$ cat src/shared/tcc_pkg.sv
// constants, field layouts and types shared by both ends of the counter link
// assumes one module clock shared by both ends; no file includes this twice
package tcc_pkg;
	localparam int          TCC_NUM_CTR     = 3;
	localparam int          TCC_CTR_W       = 16;
	localparam int          TCC_BYTE_W      = 8;
	localparam int          TCC_MODE_W      = 3;
	localparam int          TCC_MODE_BITS   = TCC_NUM_CTR * TCC_MODE_W;
	// command codes
	localparam logic [7:0]  TCC_CMD_STATUS  = 8'h00;
	localparam logic [7:0]  TCC_CMD_RD_BASE = 8'h00;
	localparam logic [7:0]  TCC_CMD_MODE    = 8'h80;
	localparam logic [7:0]  TCC_CMD_LD_BASE = 8'h80;
	// high-order configuration byte fields
	localparam int          TCC_HI_MODE8    = 0;
	localparam int          TCC_HI_INC_LSB  = 1;
	localparam int          TCC_HI_DEC_LSB  = 4;
	localparam logic [7:0]  TCC_HI_IDLE     = 8'h7E;
	// status byte fields
	localparam int          TCC_ST_CARRY    = 0;
	localparam int          TCC_ST_BORROW   = 4;
	// reference of the pulse-width mode equals the module clock rate
	localparam int          TCC_CLK_HZ      = 10_000_000;
	localparam int          TCC_REF_HZ      = 10_000_000;
	localparam int          TCC_REF_DIV     = TCC_CLK_HZ / TCC_REF_HZ;
	localparam logic [15:0] TCC_CTR_MAX     = 16'hFFFF;
	localparam logic [15:0] TCC_CTR_ZERO    = 16'h0000;

	typedef enum logic [2:0] {
		MODE_UPDN   = 3'b000,
		MODE_QA_R   = 3'b001,
		MODE_QB_R   = 3'b010,
		MODE_QA_RF  = 3'b011,
		MODE_QB_RF  = 3'b100,
		MODE_Q_ALL  = 3'b101,
		MODE_PWIDTH = 3'b110,
		MODE_FREQ   = 3'b111
	} tcc_mode_t;

	typedef enum logic [2:0] {
		ST_IDLE    = 3'b000,
		ST_MODE_HI = 3'b001,
		ST_MODE_LO = 3'b010,
		ST_LOAD_HI = 3'b011,
		ST_LOAD_LO = 3'b100,
		ST_SEND_LO = 3'b101
	} tcc_dev_state_t;

	typedef enum logic [1:0] {
		H_IDLE = 2'b00,
		H_TX   = 2'b01,
		H_RX   = 2'b10
	} tcc_host_state_t;

	typedef enum logic [1:0] {
		OP_MODE   = 2'b00,
		OP_STATUS = 2'b01,
		OP_READ   = 2'b10,
		OP_LOAD   = 2'b11
	} tcc_op_t;
endpackage

$ cat src/shared/tcc_link_if.sv
// byte channel between the host firmware end and the counter device end
// assumes both ends run on the same clock; the testbench supplies it
`timescale 1ns/1ns
`default_nettype none
interface tcc_link_if;
	logic [7:0] h2d_data;
	logic       h2d_valid;
	logic [7:0] d2h_data;
	logic       d2h_valid;

	modport device (
		input  h2d_data,
		input  h2d_valid,
		output d2h_data,
		output d2h_valid
	);
	modport host (
		output h2d_data,
		output h2d_valid,
		input  d2h_data,
		input  d2h_valid
	);
endinterface
`default_nettype wire

$ cat src/verilog/tcc_device.sv
// three 16-bit counters behind a byte command channel
// assumes count inputs are asynchronous pins; link bytes are on CLK_I
//
// Contract
// - mode command then high, low config bytes
// - high bits 6..4: 1-0-1 decrements counter 3..1
// - high bits 3..1: 1-0-1 increments counter 3..1
// - host keeps step bits at one normally
// - 3-bit mode per counter across both bytes
// - status keeps carry and borrow flags
// - status command returns one status byte
// - counter read returns high byte, then low
// - preload command plus 16-bit value loads counter
// - host sends preload high byte first
// - three reads yield six bytes, in order
// - mode 0: a rise counts up, b rise counts down
// - modes 1-5: quadrature, mode picks edges
// - mode 6: time low phase of input a
// - mode 7: count a, latch on b rise
`timescale 1ns/1ns
`default_nettype none
module tcc_device (
	input  wire logic                              CLK_I,
	input  wire logic                              RESET_N_I,
	input  wire logic                              CE_I,
	input  wire logic [tcc_pkg::TCC_NUM_CTR-1:0]   COUNT_INPUT_A_I,
	input  wire logic [tcc_pkg::TCC_NUM_CTR-1:0]   COUNT_INPUT_B_I,
	tcc_link_if.device                             LINK,
	output logic      [tcc_pkg::TCC_MODE_BITS-1:0] MODE_O
);
	import tcc_pkg::*;

	localparam int N = TCC_NUM_CTR;

	function automatic logic [1:0] cmd_ctr(input logic [7:0] c,
			input logic [7:0] base);
		logic [7:0] d;
		d = c - base;
		cmd_ctr = (d != 8'h00 && d <= 8'(N)) ? d[1:0] : 2'b00;
	endfunction

	// edges a counter reacts to: {a rise, a fall, b rise, b fall}
	function automatic logic [3:0] edge_mask(input tcc_mode_t m);
		case (m)
			MODE_QA_R:  edge_mask = 4'h8;
			MODE_QB_R:  edge_mask = 4'h2;
			MODE_QA_RF: edge_mask = 4'hC;
			MODE_QB_RF: edge_mask = 4'h3;
			MODE_Q_ALL: edge_mask = 4'hF;
			default:    edge_mask = 4'h0;
		endcase
	endfunction

	function automatic tcc_mode_t mode_of(input logic [TCC_MODE_BITS-1:0] v,
			input int k);
		mode_of = tcc_mode_t'(v[k*TCC_MODE_W +: TCC_MODE_W]);
	endfunction

	logic [N-1:0]             a_s1_r, a_s2_r, a_s3_r;
	logic [N-1:0]             b_s1_r, b_s2_r, b_s3_r;
	tcc_dev_state_t           st_r, st_nxt;
	logic [7:0]               hi_r;
	logic [TCC_MODE_BITS-1:0] mode_r;
	logic [2*N-1:0]           step_r;
	logic [1:0]               ld_idx_r;
	logic [7:0]               tx_lo_r;
	logic [7:0]               d2h_data_r;
	logic                     d2h_valid_r;
	logic [TCC_CTR_W-1:0]     cnt_r  [N];
	logic [TCC_CTR_W-1:0]     hold_r [N];
	logic [TCC_CTR_W-1:0]     rd_val [N];
	logic [N-1:0]             meas_r, carry_r, borrow_r;

	// pins pass two flops; the third stage only feeds edge detection
	always_ff @(posedge CLK_I or negedge RESET_N_I) begin
		if (!RESET_N_I) begin
			a_s1_r <= '0;
			a_s2_r <= '0;
			a_s3_r <= '0;
			b_s1_r <= '0;
			b_s2_r <= '0;
			b_s3_r <= '0;
		end else if (CE_I) begin
			a_s1_r <= COUNT_INPUT_A_I;
			a_s2_r <= a_s1_r;
			a_s3_r <= a_s2_r;
			b_s1_r <= COUNT_INPUT_B_I;
			b_s2_r <= b_s1_r;
			b_s3_r <= b_s2_r;
		end
	end

	// command decode
	wire       byte_in     = LINK.h2d_valid & CE_I;
	wire [7:0] rx          = LINK.h2d_data;
	wire [1:0] rd_n        = cmd_ctr(rx, TCC_CMD_RD_BASE);
	wire [1:0] ld_n        = cmd_ctr(rx, TCC_CMD_LD_BASE);
	wire       in_idle     = (st_r == ST_IDLE);
	wire       take_status = byte_in & in_idle & (rx == TCC_CMD_STATUS);
	wire       take_read   = byte_in & in_idle & (rd_n != 2'b00);
	wire       take_hi     = byte_in & ((st_r == ST_MODE_HI) |
	                                    (st_r == ST_LOAD_HI));
	wire       mode_done   = byte_in & (st_r == ST_MODE_LO);
	wire       load_done   = byte_in & (st_r == ST_LOAD_LO);
	wire       send_lo     = (st_r == ST_SEND_LO) & CE_I;
	wire [TCC_CTR_W-1:0] load_val = {hi_r, rx};
	wire [TCC_CTR_W-1:0] rd_word  = rd_val[rd_n - 2'b01];

	// step bits are active low; a step fires when a bit returns to one
	wire [2*N-1:0] step_new = {hi_r[TCC_HI_DEC_LSB +: N],
	                           hi_r[TCC_HI_INC_LSB +: N]};
	wire [2*N-1:0] step_ev  = mode_done ? (step_new & ~step_r) : '0;
	wire [N-1:0]   soft_inc = step_ev[N-1:0];
	wire [N-1:0]   soft_dec = step_ev[2*N-1:N];

	wire [7:0] status_byte;
	assign status_byte = {1'b0, borrow_r, 1'b0, carry_r};

	always_comb begin
		st_nxt = st_r;
		if (CE_I) begin
			case (st_r)
				ST_IDLE: begin
					if (take_read)
						st_nxt = ST_SEND_LO;
					else if (byte_in && rx == TCC_CMD_MODE)
						st_nxt = ST_MODE_HI;
					else if (byte_in && ld_n != 2'b00)
						st_nxt = ST_LOAD_HI;
				end
				ST_MODE_HI: if (byte_in) st_nxt = ST_MODE_LO;
				ST_MODE_LO: if (byte_in) st_nxt = ST_IDLE;
				ST_LOAD_HI: if (byte_in) st_nxt = ST_LOAD_LO;
				ST_LOAD_LO: if (byte_in) st_nxt = ST_IDLE;
				ST_SEND_LO: st_nxt = ST_IDLE;
				default:    st_nxt = ST_IDLE;
			endcase
		end
	end

	always_ff @(posedge CLK_I or negedge RESET_N_I) begin
		if (!RESET_N_I) begin
			st_r     <= ST_IDLE;
			hi_r     <= 8'h00;
			mode_r   <= '0;
			step_r   <= '1;
			ld_idx_r <= 2'b00;
		end else begin
			st_r <= st_nxt;
			if (take_hi)
				hi_r <= rx;
			if (mode_done) begin
				mode_r <= {hi_r[TCC_HI_MODE8], rx};
				step_r <= step_new;
			end
			if (byte_in && in_idle)
				ld_idx_r <= ld_n;
		end
	end

	// answer bytes: status, or counter high byte then low byte
	always_ff @(posedge CLK_I or negedge RESET_N_I) begin
		if (!RESET_N_I) begin
			d2h_valid_r <= 1'b0;
			d2h_data_r  <= 8'h00;
			tx_lo_r     <= 8'h00;
		end else if (CE_I) begin
			d2h_valid_r <= take_status | take_read | send_lo;
			if (take_status)
				d2h_data_r <= status_byte;
			else if (take_read) begin
				d2h_data_r <= rd_word[15:8];
				tx_lo_r    <= rd_word[7:0];
			end else if (send_lo)
				d2h_data_r <= tx_lo_r;
		end
	end

	assign LINK.d2h_data  = d2h_data_r;
	assign LINK.d2h_valid = d2h_valid_r;
	assign MODE_O         = mode_r;

	genvar k;
	generate
		for (k = 0; k < N; k++) begin : g_ctr
			wire       a    = a_s2_r[k];
			wire       b    = b_s2_r[k];
			wire       ar   = a & ~a_s3_r[k];
			wire       af   = ~a & a_s3_r[k];
			wire       br   = b & ~b_s3_r[k];
			wire       bf   = ~b & b_s3_r[k];
			tcc_mode_t m;
			wire [3:0] msk;
			wire       is_m0, is_pw, is_fq;
			wire       q_up, q_dn, hw_inc, hw_dec;
			wire       inc, dec, clr, latch, ld;
			wire       at_max, at_zero;
			wire [TCC_CTR_W-1:0] cnt_nxt;

			assign m     = mode_of(mode_r, k);
			assign msk   = edge_mask(m);
			assign is_m0 = (m == MODE_UPDN);
			assign is_pw = (m == MODE_PWIDTH);
			assign is_fq = (m == MODE_FREQ);
			// a leading b counts up on every selected edge
			assign q_up = (msk[3] & ar & ~b) | (msk[2] & af & b) |
			              (msk[1] & br & a) | (msk[0] & bf & ~a);
			assign q_dn = (msk[3] & ar & b) | (msk[2] & af & ~b) |
			              (msk[1] & br & ~a) | (msk[0] & bf & a);
			assign hw_inc = is_m0 ? ar :
			                is_pw ? (meas_r[k] & ~a & ~b) :
			                is_fq ? (ar & ~b) : q_up;
			assign hw_dec = is_m0 ? br :
			                is_pw ? (meas_r[k] & ~a & b) :
			                is_fq ? 1'b0 : q_dn;
			wire dec_both  = (hw_inc | soft_inc[k]) & (hw_dec | soft_dec[k]);
			assign inc     = (hw_inc | soft_inc[k]) & ~dec_both;
			assign dec     = (hw_dec | soft_dec[k]) & ~dec_both;
			assign clr     = (is_pw & af) | (is_fq & br);
			assign latch   = (is_pw & ar & meas_r[k]) | (is_fq & br);
			assign ld      = load_done & (ld_idx_r == 2'(k + 1));
			assign at_max  = (cnt_r[k] == TCC_CTR_MAX);
			assign at_zero = (cnt_r[k] == TCC_CTR_ZERO);
			// wraps modulo 2^16 by plain width truncation
			assign cnt_nxt = ld  ? load_val :
			                 clr ? TCC_CTR_ZERO :
			                 inc ? cnt_r[k] + 16'h0001 :
			                 dec ? cnt_r[k] - 16'h0001 : cnt_r[k];
			// timing modes report the held result, others the live count
			assign rd_val[k] = (is_pw | is_fq) ? hold_r[k] : cnt_r[k];

			always_ff @(posedge CLK_I or negedge RESET_N_I) begin
				if (!RESET_N_I) begin
					cnt_r[k]    <= TCC_CTR_ZERO;
					hold_r[k]   <= TCC_CTR_ZERO;
					meas_r[k]   <= 1'b0;
					carry_r[k]  <= 1'b0;
					borrow_r[k] <= 1'b0;
				end else if (CE_I) begin
					cnt_r[k] <= cnt_nxt;
					if (latch)
						hold_r[k] <= cnt_r[k];
					meas_r[k] <= is_pw & (af | (meas_r[k] & ~ar));
					// a new event beats the clear of a status read
					carry_r[k]  <= (inc & ~ld & ~clr & at_max) |
					               (carry_r[k] & ~take_status);
					borrow_r[k] <= (dec & ~ld & ~clr & at_zero) |
					               (borrow_r[k] & ~take_status);
				end
			end
		end
	endgenerate
endmodule // tcc_device
`default_nettype wire

$ cat src/flat_wrapper.sv
// flat-port wrapper written by rule: the top's interface ports become plain ports
module tcc_device_flat import tcc_pkg::*;
  (CLK_I, RESET_N_I, CE_I, COUNT_INPUT_A_I, COUNT_INPUT_B_I, MODE_O, LINK_h2d_data, LINK_h2d_valid, LINK_d2h_data, LINK_d2h_valid);
  tcc_link_if LINK_i ();
  input  wire logic CLK_I;
  input  wire logic RESET_N_I;
  input  wire logic CE_I;
  input  wire logic [tcc_pkg::TCC_NUM_CTR-1:0] COUNT_INPUT_A_I;
  input  wire logic [tcc_pkg::TCC_NUM_CTR-1:0] COUNT_INPUT_B_I;
  output logic      [tcc_pkg::TCC_MODE_BITS-1:0] MODE_O;
  input wire logic [$bits(LINK_i.h2d_data)-1:0] LINK_h2d_data;
  input wire logic [$bits(LINK_i.h2d_valid)-1:0] LINK_h2d_valid;
  output wire logic [$bits(LINK_i.d2h_data)-1:0] LINK_d2h_data;
  output wire logic [$bits(LINK_i.d2h_valid)-1:0] LINK_d2h_valid;
  assign LINK_i.h2d_data = LINK_h2d_data;
  assign LINK_i.h2d_valid = LINK_h2d_valid;
  assign LINK_d2h_data = LINK_i.d2h_data;
  assign LINK_d2h_valid = LINK_i.d2h_valid;
  tcc_device u_core (.CLK_I(CLK_I), .RESET_N_I(RESET_N_I), .CE_I(CE_I), .COUNT_INPUT_A_I(COUNT_INPUT_A_I), .COUNT_INPUT_B_I(COUNT_INPUT_B_I), .LINK(LINK_i), .MODE_O(MODE_O));
endmodule
$ cat config.mk
export PLATFORM = sky130hd
export DESIGN_NAME = tcc_device_flat
export DESIGN_NICKNAME = d
export VERILOG_FILES = /design/src/shared/tcc_pkg.sv /design/src/shared/tcc_link_if.sv /design/src/verilog/tcc_device.sv /design/src/flat_wrapper.sv
export SDC_FILE = /design/constraint.sdc
export NUM_CORES = 1
export LEC_CHECK = 0
export BUFFER_PORTS_ARGS = -buffer_cell sky130_fd_sc_hd__buf_2
export CORE_ASPECT_RATIO = 0.7
export CORE_UTILIZATION = 32
export CTS_BUF_LIST = sky130_fd_sc_hd__clkbuf_4
export CTS_CLUSTER_DIAMETER = 50
export DETAILED_ROUTE_END_ITERATION = 12
export GPL_ROUTABILITY_DRIVEN = 0
export PLACE_DENSITY = 0.5
export REMOVE_ABC_BUFFERS = 1
export SETUP_SLACK_MARGIN = 0.4
export SYNTH_ARGS = -nofsm -noshare
export SYNTH_HDL_FRONTEND = slang
export SYNTH_SLANG_ARGS = --single-unit
$ cat constraint.sdc
create_clock -name CLK_I -period 4.8 [get_ports CLK_I]
set_input_delay 0.48 -clock CLK_I [delete_from_list [all_inputs] [get_ports CLK_I]]
set_output_delay 0.48 -clock CLK_I [all_outputs]
set_load 0.02 [all_outputs]
### Word-level counts from Yosys, hierarchy flattened

Index checks and enable logic that the tools add are counted.

* input bits: 18
* ROM bits: 0
* output and inout bits: 18
* memories kept: 0
* bits in registers: 168
* memory bits (writable): 0
* logic and storage cells: 355
* latch bits: 0

* shift-type cells: 0
* reduce and logical (&&, ||, !) cells: 31
* multiplexer cells: 52
* order comparisons: 3
* bitwise operators: 195
* div/mod/pow operators: 0
* eq/ne operators: 37
* add/subtract/negate cells: 8
* multipliers: 0

Operators with widths (count)
* 16-bit 2-to-1 mux: 17
* 1-bit bitwise AND: 122
* 4-bit case mux with 5 select lines: 3
* 16-bit by 1-bit adder with 16-bit output, second input constant: 3
* 16-bit == test, second input constant: 3
* 16-bit logical NOT: 3
* 16-bit by 1-bit subtractor with 16-bit output, second input constant: 3
* 1-bit bitwise OR: 45
* 3-bit == test, second input constant: 14
* 16-bit binary-select mux with 2-bit select: 1
* 1-bit inverter: 25
* 3-bit by 2-bit == test with 1-bit output, second input constant: 8
* 8-bit 2-to-1 mux: 3
* 1-bit 2-to-1 mux: 18
* 3-bit 2-to-1 mux: 6
* 8-bit by 2-bit less-or-equal comparator with 1-bit output, second input constant: 2
* 8-bit nonzero test: 2
* 2-bit AND reduction: 7
* 3-bit by 1-bit == test with 1-bit output, second input constant: 4
* 3-bit logical NOT: 4
* 3-bit case mux with 4 select lines: 1
* 4-bit nonzero test: 3
* 8-bit == test, second input constant: 1
* 8-bit logical NOT: 1
* 18 further kinds: 27

### Logic depth before layout (Yosys ltp)

Gate-level depths: netlist of run 1.

* depth after elaboration: 18
* depth in mapped cells: 22
* depth with buffers taken out: 21

### Worst setup path before layout of run 1

OpenSTA, ideal clock, no wires.

* path type: flip-flop to flip-flop
* start: reg u_core.mode_r[4], in the netlist u_core.MODE_O[4]
* end: reg u_core.cnt_r[30] (netlist bit)
* arrival time: 4444 ps
* data required time: 4674 ps
* setup time: 126 ps
* period minus slack after synthesis: 4570 ps
* buffers on the path: 1
* cell stages (with the launch flop): 23
* setup slack: 230 ps
* cell sequence: dfrtp_1 clkbuf_1 inv_1 ha_1 or3b_2 a21oi_1 a21oi_1 o31ai_1 a32o_1 a21oi_1 nor2_1 a221o_1 ha_1 inv_1 ha_1 o21ai_0 a21oi_1 nor2_1 o21bai_1 a211oi_1 o31ai_1 mux2i_1 a221o_1

* longest elaborated chain between the ends: 17
* elaborated cells between the ends (all ways): 47
* those cells by class: eq/ne: 7; mux: 10; bitwise: 27; reduce/logical: 3

RTL lines
* start, declared: line tcc_device.sv:63 `logic [TCC_MODE_BITS-1:0] mode_r;`
* start signal, assigned: line tcc_device.sv:153 `mode_r <= {hi_r[TCC_HI_MODE8], rx};`
* 3-bit == test (tied with other cells): line tcc_device.sv:44 `case (m)`
* 4-bit case mux with 5 select lines: line tcc_device.sv:44
* 1-bit bitwise AND: line tcc_device.sv:206, tcc_device.sv:208
* 1-bit bitwise AND, on equally long branches: line tcc_device.sv:206, tcc_device.sv:208
* 1-bit bitwise OR, on equally long branches (2 in a row): line tcc_device.sv:206, tcc_device.sv:208
* 1-bit bitwise OR, on equally long branches: line tcc_device.sv:207, tcc_device.sv:209
* 1-bit 2-to-1 mux, on equally long branches: line tcc_device.sv:212, tcc_device.sv:215
* 1-bit 2-to-1 mux, on equally long branches: line tcc_device.sv:211, tcc_device.sv:214
* 1-bit 2-to-1 mux, on equally long branches: line tcc_device.sv:210, tcc_device.sv:213
* 1-bit bitwise OR, on equally long branches: line tcc_device.sv:216, tcc_device.sv:217, tcc_device.sv:218
* 1-bit bitwise AND: line tcc_device.sv:216 `wire dec_both = (hw_inc | soft_inc[k]) & (hw_dec | soft_dec[k]);`
* 1-bit inverter: line tcc_device.sv:217, tcc_device.sv:218
* 1-bit bitwise AND: line tcc_device.sv:217 `assign inc = (hw_inc | soft_inc[k]) & ~dec_both;`
* 16-bit 2-to-1 mux: line tcc_device.sv:227 `inc ? cnt_r[k] + 16'h0001 :`
* 16-bit 2-to-1 mux: line tcc_device.sv:226 `clr ? TCC_CTR_ZERO :`
* 16-bit 2-to-1 mux: line tcc_device.sv:225 `assign cnt_nxt = ld ? load_val :`
* end signal, assigned by index: line tcc_device.sv:240 `cnt_r[k] <= cnt_nxt;`
* end, declared: line tcc_device.sv:69 `logic [TCC_CTR_W-1:0] cnt_r [N];`

Parallel ways exist; a longest one is shown, timed or not.
A chain may end at the register's enable or synchronous reset.

### Worst setup path after layout of run 1

* start: reg u_core.mode_r[4], in the netlist u_core.MODE_O[4]
* end: reg u_core.cnt_r[24] (netlist bit)

The elaborated chain is that of the path after synthesis.

==> metrics.md, run 1 <==
| Metric | Value |
|---|---|
| Power density over cell area | `between 700 and 800 nW/µm²` |
| Clock insertion delay at the later pin of the skew report | `0.63 ns` |
| HPWL reported at the end of detailed placement | `around 25 mm` |
| Util after Layout | `between 30% and 40%` |
| Number of cells in the finished layout apart from fillers | `1722` |
| Minimum setup slack after placement | `0.0564 ns` |
| Post-route met1 wirelength | `roughly 18 mm` |
| Count of flip-flops with a built-in enable after synthesis | `0` |
| Amount of wire on met2 after detailed routing | `about 14 mm` |
| Antenna-violating nets left | `0` |
| Drt first pass iters | `5` |
| Most frequent cells in the layout | `152 x sky130_fd_sc_hd__dfrtp_1, 114 x sky130_fd_sc_hd__nor2_1, 103 x sky130_fd_sc_hd__nand2_1` |
| Overall die height | `approximately 160 µm` |
| Detail-routed net length per standard cell | `a little over 20 µm` |
| Clk buf depth | `2` |
| Count of distinct cell types in the synthesized netlist | `76` |
| Largest cells by area after synthesis | `sky130_fd_sc_hd__dfrtp_1 37%, sky130_fd_sc_hd__mux2_2 9.0%, sky130_fd_sc_hd__ha_1 6.2%` |
| Fraction of post-synthesis cell area in the top cell type by area | `a little over a third` |
| Syn_area_per_cell | `a little over 9 µm²` |
| CTS sink cnt | `about 170` |
| Slew Viols, Final | `0` |
| Count of placed standard cells including taps | `~1700` |
| Worst VDD drop | `roughly 0.37 mV` |
| Result of the run | `complete, no violations` |
| Critical register-to-register path startpoint | `u_core.MODE_O[4]` |
| Post-synthesis async set-or-reset flop share | `between 90% and 100%` |
| FF-to-FF path depth | `22` |
| Register area share after synthesis | `a little under two fifths` |
| Number of nets in the finished design | `between 1000 and 1500` |
| Total CTS buffers | `17` |
| Final critical path time including I/O delays and setup | `approximately 4.2 ns` |
| Count of pins on the block boundary | `36` |
| Total global routing overflow | `0` |
| Clock tree from TritonCTS | `done` |
| Die X | `approximately 220 µm` |
| Critical path start-end classification | `reg -> reg` |
| Ratio of final minimum period to clock period | `between 80% and 90%` |
| Reg-to-reg setup timing slack | `0.56 ns` |
| Clock Pin Slew Worst Setup and Hold Paths | `0.15 ns` |
| Highest metal used | `met4` |
| Synth warn | `0` |
| Path category of the worst min-delay check | `in -> reg` |
| Fraction of final layout cells sized beyond drive strength 1 | `22.4%` |
| FMAX | `roughly 0.24 GHz` |
| Total of max-cap violations | `0` |
| Largest net degree at the start of global routing | `63` |
| Number of design rule violations left after detail routing | `0` |
| CP cell instances | `buf_4 -> buf_4 -> or3b_4 -> a21oi_2 -> a21oi_2 -> o31ai_2 -> a32o_1 -> a21oi_1 -> nor2_1 -> a221o_1 -> ha_4 -> buf_4 -> fa_1 -> nand2b_1 -> a21oi_2 -> nor2_1 -> o21bai_2 -> buf_4 -> a21oi_1 -> xnor2_1 -> a221oi_1 -> nor2_1` |
| Start point of the critical path | `u_core.MODE_O[4]` |
| Worst clock skew | `roughly 0.023 ns` |
| Core Rows | `56` |
| Total Wirelength | `about 36 mm` |
| Antenna violations before repair | `3` |
| Power, Total | `approximately 9800 µW` |
| Clock Root Buffer | `sky130_fd_sc_hd__clkbuf_4` |
| Critical Path Sink | `u_core.cnt_r[24]` |
| RSZ-0062 raised after global routing | `true` |
| Number of hold violations in the final report | `0` |
| Actual slew at the worst max-slew pin | `approximately 1.1 ns` |
| Vias | `9592` |
| Violation count after the first detailed-route iteration | `between 900 and 1000` |
| Reported leakage power | `around 0.0053 µW` |
| # H-tree levels | `4` |
| Dominant cell type by area after synthesis | `sky130_fd_sc_hd__dfrtp_1` |
| CP Capture Type | `flip-flop` |
| Cell count after synthesis | `roughly 1200` |
| Final setup violating endpoints | `0` |
| Global routing usage summed across all routing layers | `between 20% and 30%` |
| Die area | `approximately 35000 µm²` |
| Maximum fanout count along the critical path | `12` |
| Number of fill cells | `3526` |
| Cell repeated most along the worst path | `sky130_fd_sc_hd__buf_4` |
| Via count of the first global-routing pass | `around 8800` |
| Number of port buffers | `35` |
| Required time at the endpoint of the critical path | `between 5 and 6 ns` |
| Global-route wire length before repair | `between 50 and 60 mm` |
| Met3 layer wire length in the routed design | `2.30 mm` |
| Synthesized area | `11100 µm²` |
| Remaining max-slew budget at the tightest pin | `between 20% and 30%` |
| Standard cell with the maximum stage delay on the critical path | `sky130_fd_sc_hd__fa_1` |
| Setup WS post-layout | `0.565 ns` |
| Sum of negative setup slack | `0 ns` |
| Most frequently used flop master after synthesis | `sky130_fd_sc_hd__dfrtp_1` |
| Critical path's largest stage delay | `0.45 ns` |
| Area grow syn2layout | `13.4%` |
| Initial cell density of the core | `between 30% and 40%` |
| Detailed-route vias per instance | `5.57` |
| Total core area | `33800 µm²` |
| Most frequent standard cell in the layout excluding fill and tap cells | `sky130_fd_sc_hd__dfrtp_1` |
| Critical Path AT | `between 4 and 5 ns` |
| Synthesized flop and latch total | `roughly 170` |
| Worst R2R End | `u_core.cnt_r[24]` |
| Kind of start point of the critical path | `flip-flop` |
[power by group]
group / leakage [µW] / switching (µW) / internal [µW]
sequential: 0.00208 / 788 / 1940
clock: 0.000142 / 546 / 317
combinational: 0.00310 / 3390 / 2810
[state kept, by name (all words and copies together) (netlist names), 2 cells and up]
signal / count
u_core.ld_idx_r: 2
u_core.b_s1_r: 3
u_core.b_s3_r: 3
u_core.hold_r: 48
u_core.cnt_r: 48
u_core.hi_r: 8
u_core.meas_r: 3
u_core.a_s1_r: 3
u_core.borrow_r: 3
u_core.a_s3_r: 3
u_core.a_s2_r: 3
u_core.carry_r: 3
u_core.MODE_O: 9
u_core.st_r: 3
u_core.step_r: 6
u_core.tx_lo_r: 8
u_core.b_s2_r: 3
u_core.LINK.d2h_data: 8
[area by class of cell]
class / instances / area, µm² / area share, %
repair inverters: 1 / 7.51 / 0.0599
clock buffers: 19 / 143 / 1.14
flip-flops and latches: 168 / 4220 / 33.7
inverters: 32 / 131 / 1.05
well taps: 464 / 581 / 4.63
clock inverters: 13 / 131 / 1.05
multi-input cells: 930 / 6670 / 53.2
repair buffers: 94 / 639 / 5.10
diodes: 1 / 2.50 / 0.0200
[repair_timing]
item | CTS | global route
pin swaps | 7 | 17
buffers inserted | 9 | 14
hold buffers | 1 | 0
setup endpoints to repair | 13 | 21
endpoints found under the hold margin | 57 | 0
cloned | 0 | 1
resized for setup | 17 | 40
[metal layers]
metal  vias to the layer above  GRT usage (%)
met2                       266           27.6
met3                        32           4.85
met1                      4776           31.5
met4                         0           5.54
li1                       4518              -
met5                         -              0
[critical path, delay by kind of cell, from the launching register on]
family	cells	cell delay, ns
and+or+nand+nor	5	0.69
xor gates and xnor gates	1	0.14
adders and majority gates	2	0.64
buffers and inverters	4	0.58
DFF	1	0.41
AOI/OAI and AO/OA	10	1.68
[how the worst min path moves through the flow]
| stage | startpoint | slack, ns | to | depth (start not counted) |
|---|---|---|---|---|
| 2_1_floorplan | RESET_N_I | 0.18 | u_core.LINK.d2h_data[0] | 0 |
| 3_3_place_gp | u_core.borrow_r[0] | 0.47 | u_core.borrow_r[0] | 2 |
| 3_5_place_dp | u_core.a_s1_r[1] | 0.48 | u_core.a_s2_r[1] | 2 |
| 4_1_cts | COUNT_INPUT_B_I[2] | 0.02 | u_core.b_s1_r[2] | 2 |
| 5_1_grt | COUNT_INPUT_B_I[2] | 0.03 | u_core.b_s1_r[2] | 2 |
| 6_report | COUNT_INPUT_B_I[2] | 0.07 | u_core.b_s1_r[2] | 2 |
[synthesized netlist by cell type, types with 13 or more instances]
cell type                  instances
sky130_fd_sc_hd__nand3b_1         13
sky130_fd_sc_hd__nor2_1          114
sky130_fd_sc_hd__nand4_1          20
sky130_fd_sc_hd__inv_1            31
sky130_fd_sc_hd__ha_1             55
sky130_fd_sc_hd__a221oi_1         18
sky130_fd_sc_hd__nand3_1          50
sky130_fd_sc_hd__a31oi_1          34
sky130_fd_sc_hd__nor3_1           42
sky130_fd_sc_hd__mux2i_1          35
sky130_fd_sc_hd__o21ai_0          44
sky130_fd_sc_hd__mux2_2           88
sky130_fd_sc_hd__xnor2_1          22
sky130_fd_sc_hd__clkbuf_1         49
sky130_fd_sc_hd__nor2b_1          13
sky130_fd_sc_hd__a22oi_1          25
sky130_fd_sc_hd__nand2_1         103
sky130_fd_sc_hd__buf_2            19
sky130_fd_sc_hd__a21oi_1          82
sky130_fd_sc_hd__nor4_1           14
sky130_fd_sc_hd__dfrtp_1         162
[cell families (layout without fill, tap and decap cells)]
kind of cell / Yosys count / after routing / share of synthesized area, %
AOI/OAI and AO/OA: 291 / 291 / 17.7
xor gates and xnor gates: 32 / 32 / 2.53
adders and majority gates: 58 / 58 / 6.77
buffers and inverters: 104 / 159 / 3.89
DFF: 168 / 168 / 38.1
muxes: 123 / 123 / 12.1
other: 0 / 1 / 0
and+or+nand+nor: 426 / 426 / 18.9
[metrics by stage]
stage,hold WS (ns),area [µm²]
after global routing,0.0279,12500
after CTS,0.0161,12300
after detailed placement,0.476,11800
after global placement,0.466,11800
after floorplan,0.184,10700
final,0.0721,12500
Power figures use the tool's default switching activity.
==> run 2: changes to the inputs <==
- clock period: 4.8 -> 4.5 ns (I/O delays scaled with it)
==> run 2 against run 1 <==
Effect of this change: clock skew grew 0.0093 ns; largest power group unchanged; sequential power grew 6%; fmax grew 6.4%; die area is the same; global-route usage shrank 0.15 points; worst setup slack lost 0.047 ns; wire length shrank 0.98%; cell count grew 1.1%.
==> metrics.md, run 2 (synthesized netlist as in run 1, its figures left out) <==
| Metric | Value |
|---|---|
| Start point of the critical path | `u_core.MODE_O[2]` |
| Clock insertion delay at the later pin of the skew report | `around 0.63 ns` |
| Total global routing overflow | `0` |
| Most frequent standard cell in the layout excluding fill and tap cells | `sky130_fd_sc_hd__dfrtp_1` |
| Worst R2R End | `u_core.cnt_r[47]` |
| Clock Pin Slew Worst Setup and Hold Paths | `approximately 0.14 ns` |
| Largest net degree at the start of global routing | `90` |
| Critical register-to-register path startpoint | `u_core.MODE_O[2]` |
| Footprint of the multi-input gates | `6990 µm²` |
| Maximum fanout count along the critical path | `7` |
| Top Family by Delay on Critical Path | `compound AO/OA/AOI/OAI gates` |
| Worst VDD drop | `around 0.43 mV` |
| Antenna violations before repair | `3` |
| Combinational fraction of design power | `65.8%` |
| Violation count after the first detailed-route iteration | `between 800 and 900` |
| Critical Path Sink | `u_core.cnt_r[47]` |
| Power, Total | `roughly 11000 µW` |
| Global routing usage summed across all routing layers | `roughly a fifth` |
| Count of pins on the block boundary | `36` |
| Number of port buffers | `35` |
| Via count of the first global-routing pass | `between 8000 and 9000` |
| Clk buf depth | `2` |
| Total CTS buffers | `17` |
| Minimum setup slack after placement | `approximately 0.14 ns` |
| Clock Root Buffer | `sky130_fd_sc_hd__clkbuf_4` |
| Fraction of final layout cells sized beyond drive strength 1 | `between 20% and 30%` |
| Clock tree from TritonCTS | `done` |
| Vias | `roughly 9600` |
| Remaining max-slew budget at the tightest pin | `33.0%` |
| FMAX | `approximately 0.25 GHz` |
| Path category of the worst min-delay check | `in -> reg` |
| Final setup violating endpoints | `0` |
| CP cell instances | `nor2b_1 -> a22o_1 -> a222oi_1 -> nor2_1 -> nor3_2 -> ha_2 -> clkinvlp_4 -> buf_4 -> ha_4 -> o21a_1 -> o21a_1 -> a311oi_4 -> a21oi_2 -> o41ai_4 -> buf_4 -> mux2i_1 -> a31o_1` |
| CP Buf/Inv Count | `3` |
| Ratio of final minimum period to clock period | `roughly nine tenths` |
| Register share of total power | `26.0%` |
| Psw | `about 5300 µW` |
| Area grow syn2layout | `17.7%` |
| Total of max-cap violations | `0` |
| Reported leakage power | `0.00548 µW` |
| CP Capture Type | `flip-flop` |
| # H-tree levels | `4` |
| Clock power share | `between 8 and 9%` |
| Global-route wire length before repair | `between 50 and 60 mm` |
| FF-to-FF path depth | `17` |
| Number of nets in the finished design | `about 1300` |
| CTS sink cnt | `roughly 170` |
| Drt first pass iters | `7` |
| Power density over cell area | `~850 nW/µm²` |
| Most frequent cells in the layout | `153 x sky130_fd_sc_hd__dfrtp_1, 111 x sky130_fd_sc_hd__nor2_1, 101 x sky130_fd_sc_hd__nand2_1` |
| Die X | `between 200 and 250 µm` |
| Result of the run | `complete, no violations` |
| Worst clock skew | `roughly 0.033 ns` |
| Combined flip-flop and latch cell area | `4220 µm²` |
| Critical path start-end classification | `reg -> reg` |
| Internal | `about 5800 µW` |
| RSZ-0062 raised after global routing | `true` |
| Slew Viols, Final | `0` |
| Kind of start point of the critical path | `flip-flop` |
| Antenna-violating nets left | `0` |
| Number of design rule violations left after detail routing | `0` |
| Final critical path time including I/O delays and setup | `between 3 and 4 ns` |
| Critical Path AT | `~4.5 ns` |
| Number of gates on the worst path with buffers counted | `17` |
| Setup WS post-layout | `about 0.52 ns` |
| Core Rows | `56` |
| Reg-to-reg setup timing slack | `about 0.52 ns` |
| Initial cell density of the core | `around 33%` |
| Total Wirelength | `approximately 35 mm` |
| Util after Layout | `between 30% and 40%` |
| Total core area | `about 34000 µm²` |
| Number of fill cells | `around 3400` |
| Detailed-route vias per instance | `5.49` |
| Standard cell with the maximum stage delay on the critical path | `sky130_fd_sc_hd__dfrtp_2` |
| Die area | `35300 µm²` |
| Detail-routed net length per standard cell | `20.3 µm` |
| Overall die height | `about 160 µm` |
| Number of hold violations in the final report | `0` |
| Switching portion of total power | `between 40% and 50%` |
| Critical path's largest stage delay | `~0.47 ns` |
| HPWL reported at the end of detailed placement | `between 20 and 25 mm` |
| Required time at the endpoint of the critical path | `~5.1 ns` |
| Actual slew at the worst max-slew pin | `approximately 1.0 ns` |
## run 2: cell count changes in the layout (fill, tap and decap cells not counted), sizes merged
| cell | previous run | this run |
|---|---|---|
| clkbuf | 19 | 18 |
| clkinvlp | 6 | 4 |
| clkinv | 8 | 11 |
| dlygate4sd3 | 1 | 2 |
| buf | 93 | 110 |
| diode | 1 | 2 |
## run 2: what timing repair did
item,in CTS,in global routing
cloned,0,1
gates resized for setup,42,82
endpoints found under the setup margin,19,23
hold endpoints to repair,83,0
setup buffers,9,22
pin swaps,24,49
hold buffers,2,0
## run 2: how the worst min path moves through the flow
stage	start	to	slack [ns]	cells past startpoint
detailed placement	u_core.borrow_r[1]	u_core.borrow_r[1]	0.47	2
finish	COUNT_INPUT_B_I[2]	u_core.b_s1_r[2]	0.06	2
global route	COUNT_INPUT_B_I[2]	u_core.b_s1_r[2]	0.005	2
global placement	u_core.borrow_r[1]	u_core.borrow_r[1]	0.47	2
floorplan	RESET_N_I	u_core.LINK.d2h_data[0]	0.15	0
CTS	COUNT_INPUT_A_I[1]	u_core.a_s1_r[1]	0.001	2
## run 2: worst reg2reg max path: cells and delay by family, from the launching register on
kind | cells | cell delay [ns]
adders and majority gates | 2 | 0.48
and+or+nand+nor | 3 | 0.52
AOI/OAI and AO/OA | 8 | 1.83
muxes | 1 | 0.17
buffers and inverters | 3 | 0.46
DFF | 1 | 0.47
## run 2: routing by layer
metal / GRT usage [%] / part of all wire [%]
met1: 31.0 / 51
met4: 4.44 / 1.5
met2: 28.0 / 40
met5: 0 / 0
met3: 5.15 / 6.9
## run 2: power by group through the flow
| stage | registers, µW | clock network, µW | logic, µW |
|---|---|---|---|
| 2_1_floorplan | 2680 | 0 | 4420 |
| 3_3_place_gp | 2840 | 0 | 6050 |
| 3_5_place_dp | 2850 | 0 | 6080 |
| 4_1_cts | 2830 | 941 | 6400 |
| 5_1_grt | 2960 | 1000 | 7980 |
| 6_report | 2870 | 912 | 7270 |
## run 2: area by class of cell
type | count | area share (%)
Timing Repair inverter | 1 | 0.0577
Multi-Input combinational cell | 930 | 53.7
Tap cell | 464 | 4.46
Inverter | 32 | 1.08
Clock inverter | 14 | 1.02
Clock buffer | 18 | 1.04
Sequential cell | 168 | 32.5
Timing Repair Buffer | 112 | 6.14
Antenna cell | 2 | 0.0385
## run 2: through the flow
step | hold slack [ns] | instance area [µm²] | setup TNS (ns) | instances
final | 0.0623 | 13000 | 0 | 1741
after floorplan | 0.154 | 10700 | -37.83 | 1130
after CTS | 0.000994 | 12400 | 0 | 1716
after detailed placement | 0.472 | 11900 | 0 | 1673
after global routing | 0.00497 | 13000 | 0 | 1740
after global placement | 0.468 | 11900 | 0 | 1673
==> run 3: changes to the inputs <==
- BUFFER_PORTS_ARGS: -buffer_cell sky130_fd_sc_hd__buf_2 -> unset
- DONT_BUFFER_PORTS: unset -> 1
- clock period: 4.5 -> 3.45 ns (I/O delays scaled with it)
==> run 3 against run 2 <==
Effect of this change: clock power grew 24%; the run now ends with negative hold slack, negative setup slack left; largest cell class unchanged; first-iteration DRC count grew 0.23%; cell area grew 16%; critical path depth grew 4; critical endpoint is now u_core.cnt_r[30]; fmax grew 0.18%; utilization grew 6.3 points; critical path type unchanged.
==> metrics.md, run 3 (synthesized netlist as in run 1, its figures left out) <==
| Metric | Value |
|---|---|
| # H-tree levels | `4` |
| Via count of the first global-routing pass | `9813` |
| Count of placed standard cells including taps | `approximately 1800` |
| Clock tree from TritonCTS | `done` |
| Most frequent standard cell in the layout excluding fill and tap cells | `sky130_fd_sc_hd__buf_4` |
| Reported leakage power | `0.00650 µW` |
| Combinational fraction of design power | `73.4%` |
| Cell repeated most along the worst path | `sky130_fd_sc_hd__a21oi_2` |
| Total CTS buffers | `17` |
| Number of port buffers | `0` |
| Power density over cell area | `around 1200 nW/µm²` |
| Clock Pin Slew Worst Setup and Hold Paths | `around 0.14 ns` |
| Standard cell with the maximum stage delay on the critical path | `sky130_fd_sc_hd__dfrtp_1` |
| Core Rows | `between 50 and 60` |
| Total global routing overflow | `0` |
| Global routing usage summed across all routing layers | `22.1%` |
| Worst clock skew | `between 0.03 and 0.04 ns` |
| Drt first pass iters | `5` |
| Required time at the endpoint of the critical path | `3.97 ns` |
| Power, Total | `between 15000 and 20000 µW` |
| Final setup violating endpoints | `27` |
| Critical path's largest stage delay | `between 0.4 and 0.5 ns` |
| Overall die height | `158 µm` |
| CP Capture Type | `flip-flop` |
| Switching portion of total power | `about 44%` |
| Worst VDD drop | `a little under 0.6 mV` |
| Clock power share | `under 10%` |
| Number of nets in the finished design | `between 1000 and 1500` |
| Vias | `roughly 10000` |
| Violations in the final reports | `negative hold slack, negative setup slack` |
| Area grow syn2layout | `36.9%` |
| Number of cells in the finished layout apart from fillers | `between 1500 and 2000` |
| Number of hold violations in the final report | `168` |
| Actual slew at the worst max-slew pin | `~0.86 ns` |
| Ratio of final minimum period to clock period | `115%` |
| Maximum fanout count along the critical path | `7` |
| Violation count after the first detailed-route iteration | `between 800 and 900` |
| Path category of the worst min-delay check | `in -> async` |
| CP cell instances | `buf_6 -> buf_12 -> or3b_4 -> a21oi_2 -> a21oi_2 -> o31ai_1 -> a32o_2 -> a21oi_2 -> nor2_2 -> a221o_1 -> ha_4 -> buf_4 -> fa_2 -> nand2b_4 -> a21oi_4 -> nor2_4 -> o21bai_4 -> a211oi_4 -> o31ai_2 -> mux2i_1 -> a221o_1` |
| CTS sink cnt | `around 170` |
| Detail-routed net length per standard cell | `just over 20 µm` |
| Internal | `10100 µW` |
| RSZ-0062 raised after global routing | `true` |
| Kind of start point of the critical path | `flip-flop` |
| Number of design rule violations left after detail routing | `0` |
| Total Wirelength | `roughly 39 mm` |
| Global-route wire length before repair | `~60 mm` |
| Die X | `224 µm` |
| Slew Viols, Final | `0` |
| Initial cell density of the core | `32.7%` |
| Clock Root Buffer | `sky130_fd_sc_hd__clkbuf_4` |
| Clock insertion delay at the later pin of the skew report | `0.64 ns` |
| Antenna-violating nets left | `0` |
| Largest net degree at the start of global routing | `169` |
| Total core area | `approximately 34000 µm²` |
| Critical path start-end classification | `reg -> reg` |
| Remaining max-slew budget at the tightest pin | `between 40% and 50%` |
| Hold-fix buffer count after cts | `16` |
| Detailed-route vias per instance | `around 5.5` |
| Antenna violations before repair | `6` |
| Setup WS post-layout | `-0.525 ns` |
| Clk buf depth | `2` |
| FMAX | `approximately 0.25 GHz` |
| Count of pins on the block boundary | `36` |
| Register share of total power | `between 20% and 30%` |
| Most frequent cells in the layout | `215 x sky130_fd_sc_hd__buf_4, 156 x sky130_fd_sc_hd__dfrtp_1, 106 x sky130_fd_sc_hd__nor2_1` |
| Total of max-cap violations | `0` |
| Post-Route Hold Slack | `-0.617 ns` |
| Result of the run | `complete, but fails checks` |
| Critical Path AT | `4.50 ns` |
| FF-to-FF path depth | `21` |
| Sum of negative setup slack | `-6.39 ns` |
| Fraction of final layout cells sized beyond drive strength 1 | `39.9%` |
| Die area | `~35000 µm²` |
| HPWL reported at the end of detailed placement | `roughly 26 mm` |
| Psw | `between 8000 and 9000 µW` |
| Final critical path time including I/O delays and setup | `a little under 4 ns` |
run 3: through the flow:
| stage | setup slack (ns) | util (%) | cell area (µm²) |
|---|---|---|---|
| finish | -0.525 | 44.8 | 15100 |
| global route | -0.744 | 44.8 | 15100 |
| CTS | -0.558 | 42.6 | 14400 |
| detailed placement | -0.871 | 38.1 | 12900 |
| global placement | -0.835 | 38.1 | 12900 |
| floorplan | -2.33 | - | 10700 |
run 3: layout make-up:
| cell class | instances | area, µm² |
|---|---|---|
| antenna | 2 | 5.00 |
| clock buffer | 18 | 135 |
| clock inverter | 13 | 108 |
| fill | 3266 | 18600 |
| inverter | 32 | 145 |
| multi-input combinational | 930 | 7660 |
| sequential | 168 | 4220 |
| tap | 464 | 581 |
| timing repair buffer | 268 | 2260 |
| timing repair inverter | 2 | 25.0 |
run 3: worst max-delay path, delay by kind of cell, from the launching register on:
family                     cells  cell delay [ns]
muxes                          1             0.11
AOI/OAI and AO/OA             11             1.84
DFF                            1             0.43
buffers and inverters          3             0.41
adders and majority gates      2             0.58
and+or+nand+nor                4             0.50
run 3: worst paths after layout:
path / startpoint / endpoint / slack [ns]
hold / removal: RESET_N_I / u_core.b_s1_r[0] / -0.62
setup / recovery: u_core.MODE_O[4] / u_core.cnt_r[30] / -0.53
max in group asynchronous: RESET_N_I / u_core.step_r[4] / 3.69
hold reg to reg: u_core.borrow_r[0] / u_core.borrow_r[0] / 0.50
min in group CLK_I: CE_I / u_core.meas_r[0] / 0.04
setup reg to reg: u_core.MODE_O[4] / u_core.cnt_r[30] / -0.53
run 3: power groups by stage:
stage / Clock (µW) / Combinational (µW) / Sequential (µW)
2_1_floorplan: 0 / 5760 / 3500
3_3_place_gp: 0 / 9380 / 3600
3_5_place_dp: 0 / 9460 / 3620
4_1_cts: 1170 / 11700 / 3650
5_1_grt: 1230 / 14400 / 3800
6_report: 1130 / 13300 / 3710
run 3: repair_timing:
action	CTS	global route
resized for setup	176	112
hold endpoints to repair	240	168
setup endpoints to repair	46	53
pin swaps	112	86
buffers inserted	25	23
cloned	3	1
run 3: metal layers:
layer | track usage, % | routed length, µm
met5 | 0 | 13
met4 | 5.60 | 477
met2 | 32.1 | 16300
met1 | 32.3 | 19000
met3 | 5.60 | 2870
